===== config.mk =====
export PLATFORM = sky130hd
export DESIGN_NAME = trp_timer
export DESIGN_NICKNAME = d
export VERILOG_FILES = /design/src/pkg/trp_pkg.sv /design/src/design/trp_timer.sv /design/src/design/trp_edge_sync.sv
export VERILOG_INCLUDE_DIRS = /design/src /design/src/pkg
export SDC_FILE = /design/constraint.sdc
export NUM_CORES = 1
export LEC_CHECK = 0
export BUFFER_PORTS_ARGS = -buffer_cell sky130_fd_sc_hd__buf_2
export CORE_UTILIZATION = 30
export DETAILED_ROUTE_END_ITERATION = 8
export SLEW_MARGIN = 20
export SYNTH_ARGS = -nofsm -noshare
export SYNTH_HDL_FRONTEND = slang
export SYNTH_SLANG_ARGS = --single-unit
export TNS_END_PERCENT = 30

===== constraint.sdc =====
create_clock -name clk_i -period 8.1 [get_ports clk_i]
set_input_delay 0.405 -clock clk_i [delete_from_list [all_inputs] [get_ports clk_i]]
set_output_delay 0.405 -clock clk_i [all_outputs]
set_load 0.01 [all_outputs]

===== src/pkg/trp_params.svh =====
`ifndef TRP_PARAMS_SVH
`define TRP_PARAMS_SVH

// register offsets on the plain register port
`define TRP_MODE_ADDR      8'hB8
`define TRP_COUNT_ADDR     8'hB9
`define TRP_RELOAD_ADDR    8'hBA
`define TRP_DUTY_ADDR      8'hBB
`define TRP_STATUS_ADDR    8'hBE

// mode register field positions
`define TRP_MODE_RUN_BIT   7
`define TRP_MODE_RATE_HI   6
`define TRP_MODE_RATE_LO   4
`define TRP_MODE_EXT_BIT   3
`define TRP_MODE_OSC_BIT   2
`define TRP_MODE_PWM_BIT   0

// status register field positions
`define TRP_STAT_OVF_BIT   0
`define TRP_STAT_EVF_BIT   1
`define TRP_STAT_IEN_BIT   2

// reset values
`define TRP_MODE_RST       8'h00
`define TRP_COUNT_RST      8'h00
`define TRP_RELOAD_RST     8'h00
`define TRP_DUTY_RST       8'h00

// prescaler: divide-by-128 at rate code 000
`define TRP_PRESCALE_W     7
`define TRP_PRESCALE_MAX   7'h7F

`endif


===== src/pkg/trp_pkg.sv =====
package trp_pkg;

  // timer clock source currently selected
  typedef enum logic [1:0] {
    TRP_SRC_CPU,
    TRP_SRC_HOSC,
    TRP_SRC_EXT
  } trp_clk_src_type;

endpackage


===== src/design/trp_timer.sv =====
`timescale 1ns/10ps
`include "trp_params.svh"

// Behaviour
// - overflow reloads counter from reload register automatically
// - reload write staged, made active at overflow
// - reload register 8-bit write-only, resets zero
// - duty register 8-bit read/write, sets high time
// - pwm goes low when counter equals duty
// - external select counts falling edges of event pin
// - event mode wrap FF to 00 overflows too
// - event counting blocks event pin wake-up
// - event counting disables pin interrupt, flag zero
// - pwm on pin only when running and enabled
// - each pwm cycle with duty above reload starts high then low
// - counter loaded from reload on timer enable
// - overflow ends cycle, drives pwm high again
// - duty not above reload keeps pwm low
// - reload value sets pwm resolution steps
// - pwm overflow still sets flag and interrupt
// - pwm enable switches shared pin to/from gpio
// - FF to 00 sets sticky overflow flag
// - timer counts only while run bit set
// - clock-source bits pick pin, cpu or oscillator
// - rate code 000 divides 128, 111 divides 1
module trp_timer #(
  parameter int DATA_W = 8,
  parameter int ADDR_W = 8
) (
  input  wire logic                   clk_i,
  input  wire logic                   nrst_i,
  // register port
  input  wire logic [ADDR_W-1:0]      addr_i,
  input  wire logic [DATA_W-1:0]      wdata_i,
  input  wire logic                   wr_i,
  input  wire logic                   rd_i,
  output logic      [DATA_W-1:0]      rdata_o,
  // high-speed oscillator rate as a one-cycle enable
  input  wire logic                   hosc_en_i,
  // asynchronous event input pin
  input  wire logic                   event_pin_i,
  // raw external interrupt request of the event pin
  input  wire logic                   event_int_req_i,
  // general-purpose drive of the shared pwm pin
  input  wire logic                   gpio_out_i,
  input  wire logic                   gpio_oe_i,
  // shared pwm pin
  output logic                        pwm_pin_o,
  output logic                        pwm_pin_oe_o,
  // status towards the core
  output logic                        overflow_o,
  output logic                        overflow_irq_o,
  output logic                        event_int_req_o,
  output logic                        event_wake_block_o,
  output trp_pkg::trp_clk_src_type    clk_src_o
);

  import trp_pkg::*;

  // software-visible registers
  logic [DATA_W-1:0]               mode_reg;
  logic [DATA_W-1:0]               count_reg;
  logic [DATA_W-1:0]               reload_stage_reg;
  logic [DATA_W-1:0]               reload_active_reg;
  logic [DATA_W-1:0]               duty_reg;
  logic                            ovf_flag_reg;
  logic                            evf_flag_reg;
  logic                            ien_reg;
  logic [DATA_W-1:0]               rdata_reg;
  // internal state
  logic [`TRP_PRESCALE_W-1:0]      pre_reg;
  logic                            pwm_reg;
  logic                            run_last_reg;

  // decoded mode fields
  logic                            timer_run_enable;
  logic [2:0]                      prescale_rate_field;
  logic                            external_clock_select;
  logic                            oscillator_clock_select;
  logic                            pwm_pin_enable;
  trp_clk_src_type                 src_sel;

  // address decode
  logic                            hit_mode;
  logic                            hit_count;
  logic                            hit_reload;
  logic                            hit_duty;
  logic                            hit_status;
  logic                            wr_mode;
  logic                            wr_count;
  logic                            wr_reload;
  logic                            wr_duty;
  logic                            wr_status;

  // timing terms
  logic                            src_en;
  logic [`TRP_PRESCALE_W-1:0]      pre_mask;
  logic                            pre_tick;
  logic                            event_fall;
  logic                            timer_tick;
  logic                            run_start;
  logic                            ovf_event;
  logic [DATA_W-1:0]               count_inc;
  logic [DATA_W-1:0]               count_next;
  logic [DATA_W-1:0]               reload_active_next;
  logic                            pwm_next;
  logic [DATA_W-1:0]               rdata_next;
  logic                            evf_set;

  // mode register fields
  assign timer_run_enable        = mode_reg[`TRP_MODE_RUN_BIT];
  assign prescale_rate_field     = mode_reg[`TRP_MODE_RATE_HI:`TRP_MODE_RATE_LO];
  assign external_clock_select   = mode_reg[`TRP_MODE_EXT_BIT];
  assign oscillator_clock_select = mode_reg[`TRP_MODE_OSC_BIT];
  assign pwm_pin_enable          = mode_reg[`TRP_MODE_PWM_BIT];

  assign src_sel = external_clock_select ? TRP_SRC_EXT :
                   oscillator_clock_select ? TRP_SRC_HOSC : TRP_SRC_CPU;
  assign clk_src_o = src_sel;

  // address decode for the plain register port
  assign hit_mode   = (addr_i == `TRP_MODE_ADDR);
  assign hit_count  = (addr_i == `TRP_COUNT_ADDR);
  assign hit_reload = (addr_i == `TRP_RELOAD_ADDR);
  assign hit_duty   = (addr_i == `TRP_DUTY_ADDR);
  assign hit_status = (addr_i == `TRP_STATUS_ADDR);
  assign wr_mode    = wr_i & hit_mode;
  assign wr_count   = wr_i & hit_count;
  assign wr_reload  = wr_i & hit_reload;
  assign wr_duty    = wr_i & hit_duty;
  assign wr_status  = wr_i & hit_status;

  trp_edge_sync u_event_sync (
    .clk_i   (clk_i),
    .nrst_i  (nrst_i),
    .async_i (event_pin_i),
    .fall_o  (event_fall)
  );

  // prescaler advances on the internal source rate only
  assign src_en = (src_sel == TRP_SRC_HOSC) ? hosc_en_i : 1'b1;

  // divisor 128 >> rate, tick when masked bits all ones
  assign pre_mask = `TRP_PRESCALE_MAX >> prescale_rate_field;
  assign pre_tick = src_en & ((pre_reg & pre_mask) == pre_mask);

  // falling edges clock the counter in event mode
  assign timer_tick = timer_run_enable &
                      ((src_sel == TRP_SRC_EXT) ? event_fall : pre_tick);

  // a 0 to 1 on the run bit restarts the interval
  assign run_start = timer_run_enable & ~run_last_reg;

  // wrap from all ones is the overflow, same in both modes
  // event ticks wrap the same way
  assign count_inc = count_reg + 8'h01;
  assign ovf_event = timer_tick & (count_reg == 8'hFF);

  // staged reload becomes active at overflow or on start
  assign reload_active_next = (ovf_event | run_start) ? reload_stage_reg : reload_active_reg;

  // counter next value; a software write loses to run start, overflow and any timer tick
  always_comb begin
    count_next = count_reg;
    if (run_start) begin
      count_next = reload_active_next;
    end else if (ovf_event) begin
      count_next = reload_active_next;
    end else if (timer_tick) begin
      count_next = count_inc;
    end else if (wr_count) begin
      count_next = wdata_i;
    end
  end

  // pwm level, updated on timer ticks, on run start and forced low while stopped
  always_comb begin
    pwm_next = pwm_reg;
    if (!timer_run_enable) begin
      pwm_next = 1'b0;
    end else if (run_start | ovf_event) begin
      // overflow starts the next high phase
      // duty not above reload never goes high
      pwm_next = (duty_reg > reload_active_next);
    end else if (timer_tick && (count_inc == duty_reg)) begin
      // compared on the timer tick only
      pwm_next = 1'b0;
    end
  end

  // pin interrupt flag held at zero while counting events
  assign evf_set = event_int_req_i & ~external_clock_select;

  // read mux; the reload register is write-only and reads zero
  always_comb begin
    rdata_next = '0;
    if (hit_mode) begin
      rdata_next = mode_reg & 8'hFD;
    end else if (hit_count) begin
      rdata_next = count_reg;
    end else if (hit_duty) begin
      rdata_next = duty_reg;
    end else if (hit_status) begin
      rdata_next[`TRP_STAT_OVF_BIT] = ovf_flag_reg;
      rdata_next[`TRP_STAT_EVF_BIT] = evf_flag_reg;
      rdata_next[`TRP_STAT_IEN_BIT] = ien_reg;
    end
  end

  // mode, duty, reload staging
  always_ff @(posedge clk_i or negedge nrst_i) begin
    if (!nrst_i) begin
      mode_reg         <= `TRP_MODE_RST;
      duty_reg         <= `TRP_DUTY_RST;
      reload_stage_reg <= `TRP_RELOAD_RST;
    end else begin
      if (wr_mode) begin
        mode_reg <= wdata_i;
      end
      if (wr_duty) begin
        duty_reg <= wdata_i;
      end
      // write lands in the staging buffer
      if (wr_reload) begin
        reload_stage_reg <= wdata_i;
      end
    end
  end

  // counting state
  always_ff @(posedge clk_i or negedge nrst_i) begin
    if (!nrst_i) begin
      count_reg         <= `TRP_COUNT_RST;
      reload_active_reg <= `TRP_RELOAD_RST;
      pre_reg           <= '0;
      run_last_reg      <= 1'b0;
    end else begin
      count_reg         <= count_next;
      reload_active_reg <= reload_active_next;
      run_last_reg      <= timer_run_enable;
      // prescaler free-runs on its source so rate changes take effect quickly
      if (src_en) begin
        pre_reg <= pre_reg + 7'h01;
      end
    end
  end

  // registered pwm avoids glitches on the pin
  always_ff @(posedge clk_i or negedge nrst_i) begin
    if (!nrst_i) begin
      pwm_reg <= 1'b0;
    end else begin
      pwm_reg <= pwm_next;
    end
  end

  // sticky flags: a set in the clearing cycle wins
  always_ff @(posedge clk_i or negedge nrst_i) begin
    if (!nrst_i) begin
      ovf_flag_reg <= 1'b0;
      evf_flag_reg <= 1'b0;
      ien_reg      <= 1'b0;
    end else begin
      // set by overflow, cleared by writing zero
      // also set while the pwm runs
      if (ovf_event) begin
        ovf_flag_reg <= 1'b1;
      end else if (wr_status && !wdata_i[`TRP_STAT_OVF_BIT]) begin
        ovf_flag_reg <= 1'b0;
      end
      if (external_clock_select) begin
        evf_flag_reg <= 1'b0;
      end else if (evf_set) begin
        evf_flag_reg <= 1'b1;
      end else if (wr_status && !wdata_i[`TRP_STAT_EVF_BIT]) begin
        evf_flag_reg <= 1'b0;
      end
      if (wr_status) begin
        ien_reg <= wdata_i[`TRP_STAT_IEN_BIT];
      end
    end
  end

  // read data stands in the cycle after the strobe only
  always_ff @(posedge clk_i or negedge nrst_i) begin
    if (!nrst_i) begin
      rdata_reg <= '0;
    end else if (rd_i) begin
      rdata_reg <= rdata_next;
    end else begin
      rdata_reg <= '0;
    end
  end

  assign rdata_o = rdata_reg;
  // interrupt request when enabled and flagged
  assign overflow_o     = ovf_flag_reg;
  assign overflow_irq_o = ovf_flag_reg & ien_reg;

  assign event_wake_block_o = external_clock_select;
  // external interrupt masked in event mode
  assign event_int_req_o    = evf_flag_reg;

  // waveform only while running; pwm_reg is low when stopped
  // pin mux follows the enable bit, no run bit change needed
  assign pwm_pin_o    = pwm_pin_enable ? pwm_reg : gpio_out_i;
  assign pwm_pin_oe_o = pwm_pin_enable ? 1'b1 : gpio_oe_i;

endmodule


===== src/design/trp_edge_sync.sv =====
`timescale 1ns/10ps

module trp_edge_sync (
  input  wire logic clk_i,
  input  wire logic nrst_i,
  input  wire logic async_i,
  output logic      fall_o
);

  logic meta_reg;
  logic sync_reg;
  logic last_reg;

  // two-flop synchroniser; the edge detector compares sync_reg with last_reg
  always_ff @(posedge clk_i or negedge nrst_i) begin
    if (!nrst_i) begin
      meta_reg <= 1'b1;
      sync_reg <= 1'b1;
      last_reg <= 1'b1;
    end else begin
      meta_reg <= async_i;
      sync_reg <= meta_reg;
      last_reg <= sync_reg;
    end
  end

  // one-cycle pulse per falling edge, so each edge counts exactly once
  assign fall_o = last_reg & ~sync_reg;

endmodule


==> results.toml, run 1 <==
[sta]
fmax_mhz = 273.4
setup_tns_ns = 0
tightest_slew_ns = 0.8286
fin_crit_ns = 3.657
rsz0062_at_grt = "no"
setup_violations = 0
worst_slew_margin_rel_pct = 44.75
skew_ns = 0.004923
period_share_pct = 45.15
finalHoldViolCount = 0
fin_ws_ns = 4.443
maxSlewViolCount = 0

[worst_setup_path]
cpPeakStageDelay_ns = 0.66
cp.required_ns = 8.28
cp_cell_sequence = "or3b_1 > a21boi_1 > a41oi_2 > buf_4 > o21ai_2 > mux2_2 > inv_1 > ha_1 > a21oi_1 > o21ai_0 > mux2_2 > o311ai_0 > o31ai_1"
ff2ff_path_depth = 13
start_kind = "flop"
cp_max_fo = 22
crit_type = "flop to flop"
crit_slowest_cell = "o21ai_2"
arrival_ns = 3.84
path_common_cell = "mux2_2"
worstSetupEndpointType = "flop"

[drt]
vias = 2449
wirelength_um = 7620
drc = 0
drtPass1Iterations = 4
drt-initial-drc-count = 157
wl_per_cell_um = 15.68
vias_per_cell = 5.039
antenna_left = 0

[synthesis]
synth_compound_area_share_pct = 13.23
synth_adder_area_share_pct = 3.802
async_flop_share_pct = 100.0
synthesis.nets = 338
synthFlopType = "dfrtp_1"
netlist_instances = 303
synthMuxAreaShare_pct = 12.02
synth_area_um2 = 3291
ys_ff_latch = 62
yosys_warnings = 0
avgSynthCellArea_um2 = 10.86
synth_edf_count = 0
synth_top_family_by_area = "simple AND/OR/NAND/NOR gates"
ys_seq_area_share_pct = 47.26
synthXorXnorAreaFrac_pct = 5.741
synthSimpleGateAreaFrac_pct = 13.84
synthDistinctLibCells = 58

[global_routing]
grt_first_pass_wirelength_um = 12880
overflow = 0
antenna_found_initial = 0
grt_max_degree = 63
track_usage_pct = 14.86
grt_pass1_vias = 2427

[power_and_ir_drop]
power_uw = 828.3
peakVddDrop_mv = 0.06919
p_per_area_nw_per_um2 = 220.2
power.leakage_uw = 0.001743

[clock_tree]
path_clk_slew_ns = 0.07
cts-htree-levels = 3
clock_sinks = 62
holdBufCountCts = 0
clockBufferDepth = 2
cts_made_buffers = 9
clock-root-buffer = "clkbuf_8"
cts_resized = 0
cts_setup_buffers = 0
cts_tree = "done"
clock_latency_ns = 0.33

[placed_design]
io_buffer_count = 40
hpwl_um = 5703
pre_cts_ws_ns = 4.449
gp_congestion = 0.8591

[final_layout]
multi_input_area_um2 = 1600
regArea_um2 = 1555
drive_gt1_share_pct = 27.71
syn2layout_area_growth_pct = 14.30
fillers = 1106
nNetsFinal = 381
diodes = 0

[floorplan]
die_h_um = 106.7
start_util_pct = 31.45
ioPinCount = 41
die-area_um2 = 11390
fp.dieW_um = 106.7
fp-row-count = 37
core_um2 = 10460

[hold_path]
holdPathStages = 1
hp-class = "input pin to flop"

[flow_run]
cap_violations = 0

[status]
status = "complete, no violations"
[cell usage in the layout, fill, tap and decap left out, types with 10 or more instances in the layout]
| cell | instances |
|---|---|
| dfrtp_1 | 59 |
| buf_2 | 40 |
| mux2_2 | 27 |
| nand2_1 | 24 |
| nor2_1 | 22 |
| inv_1 | 14 |
| o21ai_0 | 14 |
| clkbuf_8 | 11 |
| xor2_1 | 10 |
| ha_1 | 10 |
[worst paths after layout]
check / start / end / slack (ns)
min in group asynchronous: nrst_i / pre_reg[6] / 0.22
max in group asynchronous: nrst_i / duty_reg[3] / 7.34
worst max-delay path: mode_reg[3] / pwm_reg / 4.44
worst min-delay path: event_pin_i / u_event_sync.meta_reg / 0.17
worst max register to register: mode_reg[3] / pwm_reg / 4.44
worst min register to register: u_event_sync.meta_reg / u_event_sync.sync_reg / 0.36
[cell usage after synthesis (all sizes together) (2+ instances only)]
cell type | number | area [µm²]
mux2i | 8 | 80.08
nor2 | 23 | 88.84
dfstp | 3 | 78.83
dfrtp | 59 | 1476
nand2 | 26 | 102.6
a22o | 3 | 26.28
nand2b | 3 | 18.77
a21oi | 9 | 45.04
nand3 | 7 | 47.55
mux2 | 28 | 315.3
xor2 | 10 | 87.58
o21a | 6 | 45.04
and2 | 2 | 12.51
inv | 14 | 52.55
a21boi | 3 | 22.52
nor3b | 3 | 22.52
a41oi | 2 | 25.03
a31oi | 9 | 56.30
ha | 10 | 125.1
nand4 | 8 | 50.05
o31ai | 2 | 20.02
xnor2 | 9 | 78.83
clkbuf | 3 | 11.26
buf | 7 | 71.32
a22oi | 5 | 37.54
nor3 | 6 | 40.04
o21ai | 17 | 88.84
[report_power, final]
| group | internal, µW | leakage [µW] | switching [µW] |
|---|---|---|---|
| logic | 88.6 | 0.000838 | 81.1 |
| registers | 355 | 0.000818 | 66.0 |
| clock network | 126 | 0.0000865 | 112 |
[cell families after synthesis]
group | Yosys count
multiplexers | 36
AND/OR/NAND/NOR | 87
buffers and inverters | 24
flip-flops | 62
XOR/XNOR | 20
AO/OA/AOI/OAI | 64
adder cells (fa/ha/maj) | 10
[stage by stage]
stage / hold WS (ns) / util [%] / std cells / area, µm²
after floorplan: 0.1094 / - / 303 / 3291
after global placement: 0.3457 / 34.35 / 471 / 3593
after detailed placement: 0.3501 / 34.35 / 471 / 3593
after CTS: 0.1520 / 35.95 / 486 / 3761
after global routing: 0.1523 / 35.95 / 486 / 3761
final: 0.1684 / 35.95 / 486 / 3761
[metal layers]
metal	part of all wire, %	vias to the layer above	GRT usage [%]
li1	-	1179	-
met1	48	1207	20.19
met2	46	51	22.95
met3	3.8	12	2.979
met4	1.9	0	6.360
met5	0	-	0
[area by class of cell]
cell class | count | share of cell area (%)
Tap cell | 136 | 4.524
Timing Repair Buffer | 42 | 5.722
Sequential cell | 62 | 41.35
Clock buffer | 14 | 4.325
Clock inverter | 1 | 0.1331
Multi-Input combinational cell | 217 | 42.55
Inverter | 14 | 1.397
[worst max-delay path: cells and delay by family (launching register included)]
family	cells	cell delay [ns]
buf+inv	2	0.30
mux	2	0.69
simple gates	1	0.31
flops	1	0.49
compound gates	7	1.48
fa+ha+maj	1	0.22
Power figures use the tool's default switching activity.
==> run 2: changes to the inputs <==
Settings changed: ABC_AREA from default to 1.
Clock period 8.1 ns to 3.82 ns, I/O delays scaled along.
==> results.toml, run 2 <==
[status]
status = "complete, no violations"

[global_routing]
overflow = 0
grt_first_pass_wirelength_um = 13950
grt_max_degree = 39
grt_pass1_vias = 2743
antenna_found_initial = 0
track_usage_pct = 16.15

[final_layout]
syn2layout_area_growth_pct = 16.89
mostFrequentLayoutCells = "nand2_1 (128), dfrtp_1 (59), inv_1 (56)"
fillers = 1124
fin_cells = 605
regArea_um2 = 1555
layout_commonest_cell = "nand2_1"
nNetsFinal = 495
diodes = 0
multi_input_area_um2 = 1540
finish.utilization_pct = 36.19
drive_gt1_share_pct = 18.92

[sta]
fin_crit_ns = 2.554
setup_tns_ns = 0
rsz0062_at_grt = "no"
tightest_slew_ns = 0.6359
fmax_mhz = 391.6
setup_violations = 0
maxSlewViolCount = 0
period_share_pct = 66.85
finalHoldViolCount = 0
skew_ns = 0.01222
worst_slew_margin_rel_pct = 57.49
fin_ws_ns = 1.266

[placed_design]
pre_cts_ws_ns = 1.259
io_buffer_count = 40
hpwl_um = 6492
gp_congestion = 0.8916
dp_cells = 587

[synthesis]
yosysMostFrequentCell = "nand2_1"
ys_seq_area_share_pct = 46.14
yosys_warnings = 0
async_flop_share_pct = 100.0
synthDistinctLibCells = 35
synthXorXnorAreaFrac_pct = 5.085
synth_compound_area_share_pct = 11.66
synth_top_family_by_area = "simple AND/OR/NAND/NOR gates"
synthesis.nets = 447
avgSynthCellArea_um2 = 8.181
synth_top_area_cell = "dfrtp_1"
synth_commonest_cells = "nand2_1 (128), dfrtp_1 (59), inv_1 (56)"
yosys.area.top_type_share_pct = 43.80
synth_edf_count = 0
synthSimpleGateAreaFrac_pct = 24.91
synth_area_um2 = 3371
synthFlopType = "dfrtp_1"
netlist_instances = 412
synthMuxAreaShare_pct = 0.3341
synth_adder_area_share_pct = 3.712
ys_ff_latch = 62
synth.area.top_cells = "dfrtp_1 (44%), nand2_1 (14%), inv_1 (6.2%)"

[worst_setup_path]
crit_type = "flop to flop"
start_kind = "flop"
arrival_ns = 2.79
cp.required_ns = 4.05
cp_max_fo = 19
worstSetupEndpointType = "flop"

[floorplan]
start_util_pct = 30.96
die-area_um2 = 11660
ioPinCount = 41
die_h_um = 108
fp.dieW_um = 108
core_um2 = 10890
fp-row-count = 38

[drt]
wl_per_cell_um = 14.07
drt-initial-drc-count = 72
drtPass1Iterations = 4
vias = 2809
drc = 0
wirelength_um = 8515
antenna_left = 0
vias_per_cell = 4.643

[hold_path]
hp-class = "input pin to flop"

[flow_run]
cap_violations = 0

[clock_tree]
cts_tree = "done"
clock_sinks = 62
cts-htree-levels = 3
clockBufferDepth = 2
clock-root-buffer = "clkbuf_8"
cts_setup_buffers = 0
clock_latency_ns = 0.34
path_clk_slew_ns = 0.08
holdBufCountCts = 2
cts_resized = 0
cts_made_buffers = 9

[power_and_ir_drop]
p_per_area_nw_per_um2 = 498.0
peakVddDrop_mv = 0.1694
power.leakage_uw = 0.001998
run 2: worst paths after layout:
kind                                        from                     to  slack [ns]  depth (start not counted)
min                              event_int_req_i        event_int_req_o        0.08                          3
max in group asynchronous                 nrst_i  u_event_sync.last_reg        2.51                          3
max                                  mode_reg[3]                pwm_reg        1.27                         18
min in group asynchronous                 nrst_i             pre_reg[0]        0.38                          2
max reg2reg                          mode_reg[3]                pwm_reg        1.27                         18
min reg2reg                u_event_sync.meta_reg  u_event_sync.sync_reg        0.36                          0
run 2: cell families (layout without fill, tap and decap cells):
family                     Yosys count  count (layout)
muxes                                1               1
AOI/OAI and AO/OA                   71              71
buffers and inverters               66             119
adders and majority gates           10              10
xor gates and xnor gates            18              18
and+or+nand+nor                    184             184
DFF                                 62              62
run 2: report_power, final:
part,internal (µW),total (µW),switching (µW)
clock network,354,620,265
logic,203,449,246
registers,764,893,130
run 2: layout make-up:
class / instances / area share, %
Inverter: 60 / 5.843
Sequential cell: 62 / 39.47
Timing Repair Buffer: 43 / 5.780
Multi-Input combinational cell: 284 / 39.09
Clock buffer: 13 / 4.287
Tap cell: 140 / 4.446
Clock inverter: 3 / 1.080
run 2: metrics by stage:
stage	hold slack (ns)	area, µm²	power [µW]
floorplan	-0.1046	3371	1220
finish	0.07918	3940	1962
global placement	0.2239	3709	1342
global route	0.07780	3940	2090
CTS	0.07274	3940	1971
detailed placement	0.2279	3709	1349
run 2: layer usage:
metal  GRT usage [%]  up-vias  part of all wire, %
li1                -     1410                    -
met1           21.41     1317                   47
met2           25.43       62                   46
met3           2.592       20                  4.0
met4           8.121        0                  3.0
met5               0        -                    0
run 2: critical path, stage by stage (launching register included):
cell      delay (ns)
dfrtp_1         0.53
nor2_4          0.08
nand2_4         0.10
nand2_2         0.05
nor2_2          0.10
nand2_2         0.07
nand2_4         0.13
nand3_4         0.11
nand2_8         0.19
nand2_1         0.10
o21ai_1         0.11
inv_1           0.06
ha_1            0.29
a21oi_1         0.15
o21ai_0         0.09
nand2_1         0.06
o211ai_1        0.08
nand3_1         0.09
nand2_1         0.05
==> run 3: changes to the inputs <==
Clock period 3.82 ns to 2.3 ns, I/O delays scaled along.
==> results.toml, run 3 (synthesis results as in run 2) <==
[status]
status = "complete, but fails checks"
violations = "negative setup slack"

[sta]
fin_crit_ns = 2.306
worst_slew_margin_rel_pct = 48.23
setup_tns_ns = -0.006491
skew_ns = 0.005686
period_share_pct = 100.3
setup_violations = 1
fin_ws_ns = -0.006491
rsz0062_at_grt = "yes"
maxSlewViolCount = 0
fmax_mhz = 433.6
finalHoldViolCount = 0
tightest_slew_ns = 0.7766

[global_routing]
grt_first_pass_wirelength_um = 14430
grt_max_degree = 35
grt_pass1_vias = 2914
track_usage_pct = 16.44
overflow = 0
antenna_found_initial = 0

[worst_setup_path]
ff2ff_path_depth = 16
arrival_ns = 2.59
cp.required_ns = 2.59
worstSetupEndpointType = "flop"
cp_num_buf_inv = 3
cpPeakStageDelay_ns = 0.39
r2r_end = "pwm_reg"
critPathTopFamily = "simple AND/OR/NAND/NOR gates"
r2r-start = "count_reg[0]"
crit_slowest_cell = "dfrtp_1"
crit_type = "flop to flop"
cp_cell_sequence = "ha_2 > nand3_1 > nor2_2 > buf_4 > nand3_4 > nand2_8 > buf_8 > o21ai_4 > inv_1 > ha_1 > nand2_2 > nor2_4 > nand2_1 > o211ai_1 > nand3_1 > nand2_1"
start_kind = "flop"
rrSetupSlack_ns = -0.006
cp_max_fo = 6

[clock_tree]
cts_tree = "done"
cts_made_buffers = 9
cts-htree-levels = 3
path_clk_slew_ns = 0.07
clock-root-buffer = "clkbuf_8"
clock_sinks = 62
clock_latency_ns = 0.35
clockBufferDepth = 2

[hold_path]
min_to = "rdata_o[5]"
hp-start = "rd_i"
hp-class = "input pin to flop"
holdPathStages = 3

[final_layout]
nNetsFinal = 533
finish.utilization_pct = 40.65
diodes = 0
layout_commonest_cell = "nand2_1"
finalInstanceArea_um2 = 4425
mostFrequentLayoutCells = "nand2_1 (119), dfrtp_1 (57), inv_1 (51)"
syn2layout_area_growth_pct = 31.29
drive_gt1_share_pct = 30.62

[floorplan]
fp.dieW_um = 108
ioPinCount = 41
fp-row-count = 38
die_h_um = 108
die-area_um2 = 11660
core_um2 = 10890
start_util_pct = 30.96

[drt]
wirelength_um = 9111
vias = 2961
vias_per_cell = 4.605
wl_per_cell_um = 14.17
drt-initial-drc-count = 175
antenna_left = 0
drc = 0
drtPass1Iterations = 4

[placed_design]
hpwl_um = 6670
gp_congestion = 0.8760
io_buffer_count = 40
pre_cts_ws_ns = -0.0009128
postPlaceCellArea_um2 = 3965

[power_and_ir_drop]
power.leakage_uw = 0.002211
peakVddDrop_mv = 0.4209
p_per_area_nw_per_um2 = 833.9

[flow_run]
cap_violations = 0
run 3: layout make-up:
| type | count | area [µm²] |
|---|---|---|
| clock buffer | 9 | 123.9 |
| clock inverter | 7 | 121.4 |
| fill | 1102 | 6462 |
| inverter | 60 | 230.2 |
| multi-input combinational | 285 | 1690 |
| sequential | 62 | 1558 |
| tap | 140 | 175.2 |
| timing repair buffer | 80 | 526.8 |
run 3: layer usage:
layer / vias to the layer above / GRT usage, % / share of wire (%)
met4: 0 / 5.577 / 2.1
met5: - / 0 / 0
li1: 1480 / - / -
met1: 1400 / 21.62 / 45
met2: 65 / 26.25 / 49
met3: 16 / 4.099 / 4.0
run 3: timing repair:
action                                  CTS  global route
endpoints found under the setup margin    1             1
hold buffers                              3             0
gates cloned                              0             1
resized for setup                         2            38
hold endpoints to repair                 31             0
setup buffers                             0             2
pin swaps                                 3            15
run 3: worst max-delay path by stage:
stage / start / to / cells after the start
finish: count_reg[0] / pwm_reg / 16
global route: mode_reg[5] / pwm_reg / 18
CTS: mode_reg[6] / pwm_reg / 18
detailed placement: count_reg[0] / pwm_reg / 16
global placement: count_reg[0] / pwm_reg / 16
floorplan: mode_reg[3] / pwm_reg / 18
run 3: power breakdown:
| group | total [µW] | leakage (µW) | internal, µW | switching (µW) |
|---|---|---|---|---|
| logic | 1090 | 0.00129 | 508 | 586 |
| registers | 1400 | 0.000806 | 1270 | 134 |
| clock network | 1190 | 0.000112 | 723 | 470 |
| total | 3690 | 0.00221 | 2500 | 1190 |
run 3: worst register-to-register path, stage by stage, from the launching register on:
cell,delay [ns]
dfrtp_1,0.39
ha_2,0.19
nand3_1,0.11
nor2_2,0.06
buf_4,0.14
nand3_4,0.13
nand2_8,0.09
buf_8,0.15
o21ai_4,0.13
inv_1,0.06
ha_1,0.29
nand2_2,0.08
nor2_4,0.13
nand2_1,0.06
o211ai_1,0.09
nand3_1,0.09
nand2_1,0.06
run 3: per-stage QoR:
step           cells  hold slack (ns)  total power (µW)
2_1_floorplan    412          -0.1806              2026
3_3_place_gp     621           0.2236              2365
3_5_place_dp     621           0.2239              2388
4_1_cts          640          0.05144              3599
5_1_grt          643          0.07136              3903
6_report         643          0.06291              3691
